### src/design/vic_pkg.sv
// Function
// - merge all requests into one CPU request
// - seven user priority levels per source
// - fixed order breaks equal priority ties
// - lower vector number wins the tie
// - entry and return take fixed cycles
// - primary table at 000004h, traps plus sources
// - fetched 24-bit entry is the handler address
// - alternate table needs segment, fuse, enable
// - alternate table replaces primary for all
// - alternate base is last boot page start
// - table fetches carry boot segment protection
// - reset clears state, starts at zero
// - CPU level is extension bit over status
// - secondary event match at vector 81
// - serial3 done sources at vectors 98, 99
// - PWM generators at vectors 102 to 109
// - comparators 111-113, analog 118-125
// - 3-bit priority fields, four per register
// - flag and enable pairs, sixteen per word
package vic_pkg;
   // request and trap counts
   localparam int unsigned NUM_IRQ   = 128;
   localparam int unsigned NUM_TRAP  = 6;
   localparam logic [7:0]  VECTOR_OFFSET = 8'h08;   // vector minus request
   // implemented sources, one 16-bit word per flag word 4..7
   localparam logic [15:0] IMPL_W4 = 16'h0200;
   localparam logic [15:0] IMPL_W5 = 16'hCC00;
   localparam logic [15:0] IMPL_W6 = 16'hC3BF;
   localparam logic [15:0] IMPL_W7 = 16'h003F;
   localparam logic [NUM_IRQ-1:0] IMPL_MASK =
      {IMPL_W7, IMPL_W6, IMPL_W5, IMPL_W4, 64'h0000000000000000};
   // register offsets
   localparam logic [11:0] CTRL_OFFSET   = 12'h000;
   localparam logic [11:0] STATUS_OFFSET = 12'h004;
   localparam logic [11:0] TRAP_OFFSET   = 12'h008;
   localparam logic [11:0] FLAG_BASE     = 12'h100;
   localparam logic [11:0] ENABLE_BASE   = 12'h140;
   localparam logic [11:0] PRIO_BASE     = 12'h200;
   // field positions
   localparam int unsigned ALT_EN_BIT     = 8;
   localparam int unsigned STAT_VEC_LSB   = 0;
   localparam int unsigned STAT_STATE_LSB = 8;
   localparam int unsigned STAT_LEVEL_LSB = 10;
   localparam int unsigned PAGE_SHIFT     = 11;
   // addresses and counts
   localparam logic [23:0] PRIMARY_BASE  = 24'h000004;
   localparam logic [23:0] RESET_ADDR    = 24'h000000;
   localparam logic [1:0]  FETCH_CYCLES  = 2'h2;
   localparam logic [1:0]  RETURN_CYCLES = 2'h3;
   localparam logic [1:0]  RESP_OKAY     = 2'h0;
   localparam logic [1:0]  RESP_SLVERR   = 2'h2;
   // controller states, gray along idle-fetch-present
   typedef enum logic [1:0] {
      ST_IDLE    = 2'b00,
      ST_FETCH   = 2'b01,
      ST_PRESENT = 2'b11,
      ST_RETURN  = 2'b10
   } state_t;
   // register classes of a bus address
   typedef enum logic [2:0] {
      CLS_NONE, CLS_CTRL, CLS_STATUS, CLS_TRAP,
      CLS_FLAG, CLS_ENABLE, CLS_PRIO
   } reg_class_t;
endpackage

### src/design/vectored_interrupt_controller.sv
// Decided for this implementation: register access over AXI4-Lite and the register addresses.
`timescale 1ns/1ps
`default_nettype none
module vectored_interrupt_controller (
   // clock and reset
   input  wire logic        aclk,
   input  wire logic        aresetn,
   // axi4-lite write address
   input  wire logic [11:0] awaddr,
   input  wire logic        awvalid,
   output logic             awready,
   // axi4-lite write data
   input  wire logic [31:0] wdata,
   input  wire logic [3:0]  wstrb,
   input  wire logic        wvalid,
   output logic             wready,
   // axi4-lite write response
   output logic [1:0]       bresp,
   output logic             bvalid,
   input  wire logic        bready,
   // axi4-lite read
   input  wire logic [11:0] araddr,
   input  wire logic        arvalid,
   output logic             arready,
   output logic [31:0]      rdata,
   output logic [1:0]       rresp,
   output logic             rvalid,
   input  wire logic        rready,
   // peripheral events and traps
   input  wire logic [127:0] irq_set,
   input  wire logic [5:0]   trap_req,
   // configuration words
   input  wire logic [12:0] boot_segment_limit,
   input  wire logic        alt_table_disable_fuse,
   // cpu core side
   input  wire logic [7:0]  cpu_status_register,
   input  wire logic        priority_level_extension,
   input  wire logic        cpu_irq_ack,
   input  wire logic        cpu_return,
   output logic             cpu_irq_req,
   output logic [7:0]       cpu_vector,
   output logic [23:0]      cpu_handler_addr,
   output logic             cpu_ret_done,
   output logic             cpu_reset_start,
   // program memory vector fetch
   output logic             pm_rd,
   output logic [23:0]      pm_addr,
   output logic             pm_boot_access,
   input  wire logic [23:0] pm_rdata
);

   // source storage, only implemented bits ever change
   logic [127:0]        flag_reg;         // pending flags
   logic [127:0]        enable_reg;       // enables
   logic [383:0]        prio_reg;         // 3 bits per source
   logic [5:0]          trap_flag_reg;    // sticky traps
   logic                alt_table_enable_reg;
   // write channel holding
   logic [11:0]         aw_addr_reg;
   logic [31:0]         wdata_reg;
   logic [3:0]          wstrb_reg;
   // controller state
   vic_pkg::state_t     state_reg;
   logic [1:0]          cnt_reg;          // entry/return counter
   logic                reset_seen_reg;   // first cycle after reset
   // decode
   vic_pkg::reg_class_t wr_cls;
   vic_pkg::reg_class_t rd_cls;
   logic                do_write;
   logic [2:0]          wr_word;          // flag/enable word
   logic [4:0]          wr_pidx;          // priority register
   logic [31:0]         rd_data;
   // arbitration
   logic [3:0]          cpu_level;
   logic                irq_any;
   logic [6:0]          irq_best;
   logic [3:0]          best_prio;
   logic                trap_any;
   logic [2:0]          trap_best;
   logic [7:0]          sel_vec;
   logic                alt_active;
   logic [12:0]         last_page;
   logic [23:0]         table_base;
   logic [23:0]         entry_addr;
   int                  pidx;

   // classify a bus address into a register group
   function automatic vic_pkg::reg_class_t classify(
      input logic [11:0] a
   );
      classify = vic_pkg::CLS_NONE;
      if (a == vic_pkg::CTRL_OFFSET)
         classify = vic_pkg::CLS_CTRL;
      else if (a == vic_pkg::STATUS_OFFSET)
         classify = vic_pkg::CLS_STATUS;
      else if (a == vic_pkg::TRAP_OFFSET)
         classify = vic_pkg::CLS_TRAP;
      else if (a[11:5] == vic_pkg::FLAG_BASE[11:5])
         classify = vic_pkg::CLS_FLAG;
      else if (a[11:5] == vic_pkg::ENABLE_BASE[11:5])
         classify = vic_pkg::CLS_ENABLE;
      else if (a[11:7] == vic_pkg::PRIO_BASE[11:7])
         classify = vic_pkg::CLS_PRIO;
   endfunction

   // write decode from held address and data
   assign wr_cls   = classify(aw_addr_reg);
   assign rd_cls   = classify(araddr);
   assign do_write = !awready && !wready && !bvalid;
   assign wr_word  = aw_addr_reg[4:2];
   assign wr_pidx  = aw_addr_reg[6:2];

   // write address channel, held until the write is done
   always_ff @(posedge aclk) begin
      if (!aresetn) begin
         awready     <= 1'b1;
         aw_addr_reg <= 12'h000;
      end else if (awvalid && awready) begin
         awready     <= 1'b0;
         aw_addr_reg <= awaddr;
      end else if (do_write) begin
         awready     <= 1'b1;
      end
   end

   // write data channel, taken in either order
   always_ff @(posedge aclk) begin
      if (!aresetn) begin
         wready    <= 1'b1;
         wdata_reg <= 32'h00000000;
         wstrb_reg <= 4'h0;
      end else if (wvalid && wready) begin
         wready    <= 1'b0;
         wdata_reg <= wdata;
         wstrb_reg <= wstrb;
      end else if (do_write) begin
         wready    <= 1'b1;
      end
   end

   // write response once both halves are in
   always_ff @(posedge aclk) begin
      if (!aresetn) begin
         bvalid <= 1'b0;
         bresp  <= vic_pkg::RESP_OKAY;
      end else if (do_write) begin
         bvalid <= 1'b1;
         // unmapped address answers slave error
         bresp  <= (wr_cls == vic_pkg::CLS_NONE) ?
                   vic_pkg::RESP_SLVERR : vic_pkg::RESP_OKAY;
      end else if (bvalid && bready) begin
         bvalid <= 1'b0;
      end
   end

   // read data mux from the live read address
   always_comb begin
      rd_data = 32'h00000000;
      pidx    = 0;
      case (rd_cls)
         vic_pkg::CLS_CTRL:
            rd_data[vic_pkg::ALT_EN_BIT] = alt_table_enable_reg;
         vic_pkg::CLS_STATUS: begin
            rd_data[vic_pkg::STAT_VEC_LSB +: 8]   = cpu_vector;
            rd_data[vic_pkg::STAT_STATE_LSB +: 2] = state_reg;
            rd_data[vic_pkg::STAT_LEVEL_LSB +: 4] = cpu_level;
         end
         vic_pkg::CLS_TRAP:
            rd_data[5:0] = trap_flag_reg;
         vic_pkg::CLS_FLAG:
            rd_data[15:0] = flag_reg[{araddr[4:2], 4'h0} +: 16];
         vic_pkg::CLS_ENABLE:
            rd_data[15:0] = enable_reg[{araddr[4:2], 4'h0} +: 16];
         vic_pkg::CLS_PRIO: begin
            // four fields at 2:0, 6:4, 10:8, 14:12
            for (int j = 0; j < 4; j++) begin
               pidx = int'(araddr[6:2]) * 4 + j;
               rd_data[4*j +: 3] = prio_reg[3*pidx +: 3];
            end
         end
         default:
            rd_data = 32'h00000000;
      endcase
   end

   // read channel, one read under way at a time
   always_ff @(posedge aclk) begin
      if (!aresetn) begin
         arready <= 1'b1;
         rvalid  <= 1'b0;
         rdata   <= 32'h00000000;
         rresp   <= vic_pkg::RESP_OKAY;
      end else if (arvalid && arready) begin
         arready <= 1'b0;
         rvalid  <= 1'b1;
         rdata   <= rd_data;
         rresp   <= (rd_cls == vic_pkg::CLS_NONE) ?
                    vic_pkg::RESP_SLVERR : vic_pkg::RESP_OKAY;
      end else if (rvalid && rready) begin
         rvalid  <= 1'b0;
         arready <= 1'b1;
      end
   end

   // alternate table enable bit in control word
   always_ff @(posedge aclk) begin
      if (!aresetn)
         alt_table_enable_reg <= 1'b0;
      else if (do_write && wr_cls == vic_pkg::CLS_CTRL && wstrb_reg[1])
         alt_table_enable_reg <= wdata_reg[vic_pkg::ALT_EN_BIT];
   end

   // sticky trap flags, write one to clear, a new trap wins
   always_ff @(posedge aclk) begin
      if (!aresetn)
         trap_flag_reg <= 6'h00;
      else begin
         for (int t = 0; t < vic_pkg::NUM_TRAP; t++) begin
            if (trap_req[t])
               trap_flag_reg[t] <= 1'b1;
            else if (do_write && wr_cls == vic_pkg::CLS_TRAP &&
                     wstrb_reg[0] && wdata_reg[t])
               trap_flag_reg[t] <= 1'b0;
         end
      end
   end

   // source flags, peripheral set beats a software write
   always_ff @(posedge aclk) begin
      if (!aresetn)
         flag_reg <= '0;
      else begin
         for (int i = 0; i < vic_pkg::NUM_IRQ; i++) begin
            // reserved positions never store anything
            if (vic_pkg::IMPL_MASK[i]) begin
               if (irq_set[i])
                  flag_reg[i] <= 1'b1;
               else if (do_write && wr_cls == vic_pkg::CLS_FLAG &&
                        wr_word == 3'(i / 16) &&
                        wstrb_reg[(i % 16) / 8])
                  flag_reg[i] <= wdata_reg[i % 16];
            end
         end
      end
   end

   // source enables at the same bit as their flags
   always_ff @(posedge aclk) begin
      if (!aresetn)
         enable_reg <= '0;
      else if (do_write && wr_cls == vic_pkg::CLS_ENABLE) begin
         for (int i = 0; i < vic_pkg::NUM_IRQ; i++) begin
            if (vic_pkg::IMPL_MASK[i] && wr_word == 3'(i / 16) &&
                wstrb_reg[(i % 16) / 8])
               enable_reg[i] <= wdata_reg[i % 16];
         end
      end
   end

   // priority fields, four per register
   always_ff @(posedge aclk) begin
      if (!aresetn)
         prio_reg <= '0;
      else if (do_write && wr_cls == vic_pkg::CLS_PRIO) begin
         for (int i = 0; i < vic_pkg::NUM_IRQ; i++) begin
            if (vic_pkg::IMPL_MASK[i] && wr_pidx == 5'(i / 4) &&
                wstrb_reg[(i % 4) / 2])
               prio_reg[3*i +: 3] <= wdata_reg[4*(i % 4) +: 3];
         end
      end
   end

   // effective cpu level, extension above status bits 7:5
   assign cpu_level = {priority_level_extension,
                       cpu_status_register[7:5]};

   // pick the highest priority source, lowest number on a tie
   always_comb begin
      irq_any   = 1'b0;
      irq_best  = 7'h00;
      best_prio = 4'h0;
      // descending scan with >= lets the lower number win
      for (int i = vic_pkg::NUM_IRQ - 1; i >= 0; i--) begin
         if (vic_pkg::IMPL_MASK[i] && flag_reg[i] && enable_reg[i] &&
             ({1'b0, prio_reg[3*i +: 3]} > cpu_level) &&
             ({1'b0, prio_reg[3*i +: 3]} >= best_prio)) begin
            irq_any   = 1'b1;
            irq_best  = 7'(i);
            best_prio = {1'b0, prio_reg[3*i +: 3]};
         end
      end
   end

   // traps are non-maskable and outrank every source
   always_comb begin
      trap_any  = 1'b0;
      trap_best = 3'h0;
      for (int t = vic_pkg::NUM_TRAP - 1; t >= 0; t--) begin
         if (trap_flag_reg[t]) begin
            trap_any  = 1'b1;
            trap_best = 3'(t);
         end
      end
   end

   // vector number and its table entry address
   assign sel_vec    = trap_any ? {5'h00, trap_best} :
                       ({1'b0, irq_best} + vic_pkg::VECTOR_OFFSET);
   assign alt_active = alt_table_enable_reg && alt_table_disable_fuse &&
                       (boot_segment_limit != 13'h0000);
   assign last_page  = boot_segment_limit - 13'h0001;
   assign table_base = alt_active ?
                       (24'(last_page) << vic_pkg::PAGE_SHIFT) :
                       vic_pkg::PRIMARY_BASE;
   assign entry_addr = table_base + {15'h0000, sel_vec, 1'b0};

   // entry and return sequencer, fixed cycle counts
   always_ff @(posedge aclk) begin
      if (!aresetn) begin
         state_reg <= vic_pkg::ST_IDLE;
         cnt_reg   <= 2'h0;
      end else begin
         case (state_reg)
            vic_pkg::ST_IDLE: begin
               cnt_reg <= 2'h0;
               if (trap_any || irq_any)
                  state_reg <= vic_pkg::ST_FETCH;
               else if (cpu_return)
                  state_reg <= vic_pkg::ST_RETURN;
            end
            vic_pkg::ST_FETCH: begin
               // same length whatever source was chosen
               if (cnt_reg == vic_pkg::FETCH_CYCLES - 2'h1) begin
                  state_reg <= vic_pkg::ST_PRESENT;
                  cnt_reg   <= 2'h0;
               end else
                  cnt_reg <= cnt_reg + 2'h1;
            end
            vic_pkg::ST_PRESENT: begin
               if (cpu_irq_ack)
                  state_reg <= vic_pkg::ST_IDLE;
            end
            vic_pkg::ST_RETURN: begin
               if (cnt_reg == vic_pkg::RETURN_CYCLES - 2'h1) begin
                  state_reg <= vic_pkg::ST_IDLE;
                  cnt_reg   <= 2'h0;
               end else
                  cnt_reg <= cnt_reg + 2'h1;
            end
            default: begin
               state_reg <= vic_pkg::ST_IDLE;
               cnt_reg   <= 2'h0;
            end
         endcase
      end
   end

   // program memory fetch of the chosen vector entry
   always_ff @(posedge aclk) begin
      if (!aresetn) begin
         pm_rd          <= 1'b0;
         pm_addr        <= vic_pkg::RESET_ADDR;
         pm_boot_access <= 1'b0;
         cpu_vector     <= 8'h00;
      end else if (state_reg == vic_pkg::ST_IDLE &&
                   (trap_any || irq_any)) begin
         pm_rd          <= 1'b1;
         pm_addr        <= entry_addr;
         // both tables fetch under boot segment protection
         pm_boot_access <= 1'b1;
         cpu_vector     <= sel_vec;
      end else begin
         pm_rd          <= 1'b0;
         pm_boot_access <= 1'b0;
      end
   end

   // single request to the cpu with the fetched handler
   always_ff @(posedge aclk) begin
      if (!aresetn) begin
         cpu_irq_req      <= 1'b0;
         cpu_handler_addr <= vic_pkg::RESET_ADDR;
      end else if (state_reg == vic_pkg::ST_FETCH &&
                   cnt_reg == vic_pkg::FETCH_CYCLES - 2'h1) begin
         cpu_irq_req      <= 1'b1;
         cpu_handler_addr <= pm_rdata;
      end else if (state_reg == vic_pkg::ST_PRESENT && cpu_irq_ack)
         cpu_irq_req      <= 1'b0;
   end

   // return done pulse at the end of the return count
   always_ff @(posedge aclk) begin
      if (!aresetn)
         cpu_ret_done <= 1'b0;
      else
         cpu_ret_done <= (state_reg == vic_pkg::ST_RETURN) &&
                         (cnt_reg == vic_pkg::RETURN_CYCLES - 2'h1);
   end

   // reset start pulse, the controller takes no part in it
   always_ff @(posedge aclk) begin
      if (!aresetn) begin
         reset_seen_reg  <= 1'b0;
         cpu_reset_start <= 1'b0;
      end else begin
         reset_seen_reg  <= 1'b1;
         cpu_reset_start <= !reset_seen_reg;
      end
   end

endmodule
`default_nettype wire

### config.mk
export PLATFORM = sky130hd
export DESIGN_NAME = vectored_interrupt_controller
export DESIGN_NICKNAME = d
export VERILOG_FILES = /design/src/design/vic_pkg.sv /design/src/design/vectored_interrupt_controller.sv
export SDC_FILE = /design/constraint.sdc
export NUM_CORES = 1
export LEC_CHECK = 0
export ABC_AREA = 1
export BUFFER_PORTS_ARGS = -buffer_cell sky130_fd_sc_hd__buf_2
export CAP_MARGIN = 25
export CORE_MARGIN = 2
export CORE_UTILIZATION = 55
export DETAILED_ROUTE_END_ITERATION = 7
export GPL_TIMING_DRIVEN = 1
export HOLD_SLACK_MARGIN = 0.02
export PLACE_DENSITY_LB_ADDON = 0.08
export SETUP_SLACK_MARGIN = 0.2
export SYNTH_ARGS = -nofsm -noshare
export SYNTH_HDL_FRONTEND = slang
export SYNTH_SLANG_ARGS = --single-unit
### constraint.sdc
create_clock -name aclk -period 36.7 [get_ports aclk]
set_clock_uncertainty 0.15 [all_clocks]
set_input_delay 11.01 -clock aclk [delete_from_list [all_inputs] [get_ports aclk]]
set_output_delay 11.01 -clock aclk [all_outputs]
set_load 0.1 [all_outputs]
==> out/metrics.csv <==
stage,metric,value,unit
outcome,outcome,completed,
worst_setup_path,critical path's top delay family,simple AND/OR/NAND/NOR gates,
layout,share of cells above drive strength 1,0.168,
synthesis,"Warnings, synthesis",0,
placement,DPL Wire Length,37000,um
worst_setup_path,CP Max Fanout,15,
power_and_ir_drop,Pwr Density,45.6,nW/um^2
clocking,H-tree depth,1,
die,die area,27900,sq um
clocking,total CTS buffers,27,
power_and_ir_drop,leak pwr,7.38,nW
route,vias per cell,5.80,
synthesis,most common cell in the netlist,inv_1,
worst_setup_path,CP required,36.96,ns
worst_setup_path,CP max stage delay,0.36,ns
global_route,global-route usage over all layers,0.336,
worst_setup_path,Most common cell on crit path,nand2_1,
synthesis,commonest register cell after synthesis,dfxtp_1,
die,# rows,59,
layout,nets@finish,2607,
route,Initial DRC Count,1596,
clocking,Root Buffer,clkbuf_16,
route,drt pass-1 iters,6,
route,via count,15000,
synthesis,synthesized cell area,14600,sq um
layout,max reg flops,66,
timing,Max Freq,29.6,MHz
min_path,Tightest Hold Check Type,reg -> reg,
die,Die H,167,um
global_route,vias in the first global route,13400,
job,max_cap viols,0,
global_route,first-pass GRT wire length,74200,um
synthesis,synth cell count leaders,"inv_1, nand2_1, a21oi_1",
timing,Slew HR,0.293,
timing,Post-Route Setup TNS,0,ns
route,Routed Antenna Nets,0,
timing,Final Hold Fails,0,
placement,gpl congestion,0.999,
power_and_ir_drop,Peak VDD IR,66.5,uV
clocking,CTS tree,yes,
route,final WL,48800,um
worst_setup_path,"slowest stage cell, crit path",ha_1,
timing,worst slew pin tran,1.05,ns
layout,# fillers,2411,
clocking,clk sinks,232,
worst_setup_path,critical path arrival,34.10,ns
synthesis,Synth area leader,dfxtp_1,
die,core region area,26100,sq um
synthesis,post-synthesis cell count,2062,
clocking,"Clk Latency, worst-skew pair",0.56,ns
global_route,initial antenna violation count,6,
timing,fin. max-slew vios,0,
clocking,Clock Tree Buf Depth,3,
layout,Syn-to-layout area delta,15.2,%
route,Avg WL per Cell,18.8,um
route,DRC Markers,0,
worst_setup_path,crit start category,input port,
timing,final setup vio count,0,
synthesis,"flops & latches, synth",232,
die,Die Wd,167,um
synthesis,"EDFF count, synth",0,
timing,Tcrit/Tclk final,0.922,
synthesis,sequential share of the synthesized area,0.318,
worst_setup_path,"Worst Path Class, Setup",in -> reg,
worst_setup_path,"Buf+Inv Stages, Crit Path",41,
timing,unrepaired setup endpoints after global routing,no,
synthesis,Post-Syn Area per Cell,7.08,sq um
synthesis,Synth area leaders,"dfxtp_1, ha_1, a21oi_1",
global_route,total grt overflow,0,
placement,port buffer count,202,
timing,fin crit period,33.84,ns
clocking,Clock transition at path regs,0.06,ns
timing,Final WS setup,2.86,ns
global_route,largest net degree at the start of global routing,90,
placement,pre-CTS WS,0.749,ns
synthesis,fraction of registers with async set/reset,0,
worst_setup_path,CP Capture Type,flop,
synthesis,Cell variety after synth,55,
synthesis,share of Yosys cell area claimed by the top area cell type,0.318,
die,Initial Utilization,0.561,
die,num ports,352,
[worst register-to-register path, delay by kind of cell, from the launching register on]
kind	cells	cell delay, ns
DFF	1	0.42
AOI/OAI and AO/OA	48	6.14
buffers and inverters	40	2.42
adders and majority gates	23	6.06
and+or+nand+nor	101	7.97
xor gates and xnor gates	1	0.17
[per-layer routing]
| layer | share of wire | GRT usage | vias to the layer above |
|---|---|---|---|
| met4 | 0.036 | 0.117 | 6 |
| met3 | 0.10 | 0.0601 | 109 |
| met2 | 0.43 | 0.522 | 740 |
| met5 | 0.00078 | 0 | - |
| met1 | 0.43 | 0.471 | 6872 |
| li1 | - | - | 7316 |
[final timing paths]
kind                            depth (start not counted)  slack (ns)               to                   start
worst max-delay path                                  214        2.86       pm_addr[6]  cpu_status_register[7]
worst min-delay path                                    1        0.24  cpu_reset_start          reset_seen_reg
worst max register to register                        213       13.20       pm_addr[6]           prio_reg[351]
worst min register to register                          1        0.24  cpu_reset_start          reset_seen_reg
[repair_timing]
item                                    in CTS  in global routing
buffers inserted                             0                  3
hold buffers                                 0                  0
resized for setup                            0                 42
endpoints found under the setup margin       0                 32
[cell families (layout without fill, tap and decap cells)]
kind of cell    after synthesis  in the layout  synth area share
simple gates                660            660             0.212
compound gates              634            634             0.245
buf+inv                     407            581             0.116
flops                       232            232             0.318
fa+ha+maj                   122            122             0.105
mux                           4              4           0.00274
xor+xnor                      2              2           0.00120
other cells                   1             24          0.000257
[stage by stage]
step / area [sq um] / total power [mW] / instances / hold WS [ns] / util
finish: 16800 / 0.767 / 2594 / 0.241 / 0.646
global route: 16800 / 0.794 / 2590 / 0.265 / 0.645
CTS: 16600 / 0.765 / 2584 / 0.248 / 0.638
detailed placement: 15700 / 0.484 / 2535 / 0.227 / 0.602
global placement: 15700 / 0.481 / 2534 / 0.227 / 0.601
floorplan: 14700 / 0.448 / 2081 / 0.218 / -
[layout make-up]
class / instances / area [sq um] / area share
inverter: 314 / 1180 / 0.0704
timing repair buffer: 218 / 1150 / 0.0683
clock inverter: 12 / 159 / 0.00945
tap: 335 / 419 / 0.0249
multi-input combinational: 1442 / 8470 / 0.504
antenna: 4 / 10.0 / 0.000595
sequential: 232 / 4640 / 0.276
clock buffer: 37 / 783 / 0.0466
[power breakdown]
| part | switching, mW | internal, mW |
|---|---|---|
| sequential | 0.0171 | 0.270 |
| clock | 0.113 | 0.171 |
| combinational | 0.160 | 0.0367 |
[cells in the final DEF (no fill, tap or decap), types with 20 or more instances in the layout]
master,count
inv_1,302
a21oi_1,238
ha_1,122
dfxtp_1,232
nand2_1,264
o21ai_1,35
a211oi_1,28
o21ai_0,216
nor2_1,153
clkbuf_16,27
nand2_2,46
a311oi_1,20
nor3_1,28
nand3_1,97
conb_1,20
buf_2,201
Power figures use the tool's default switching activity.
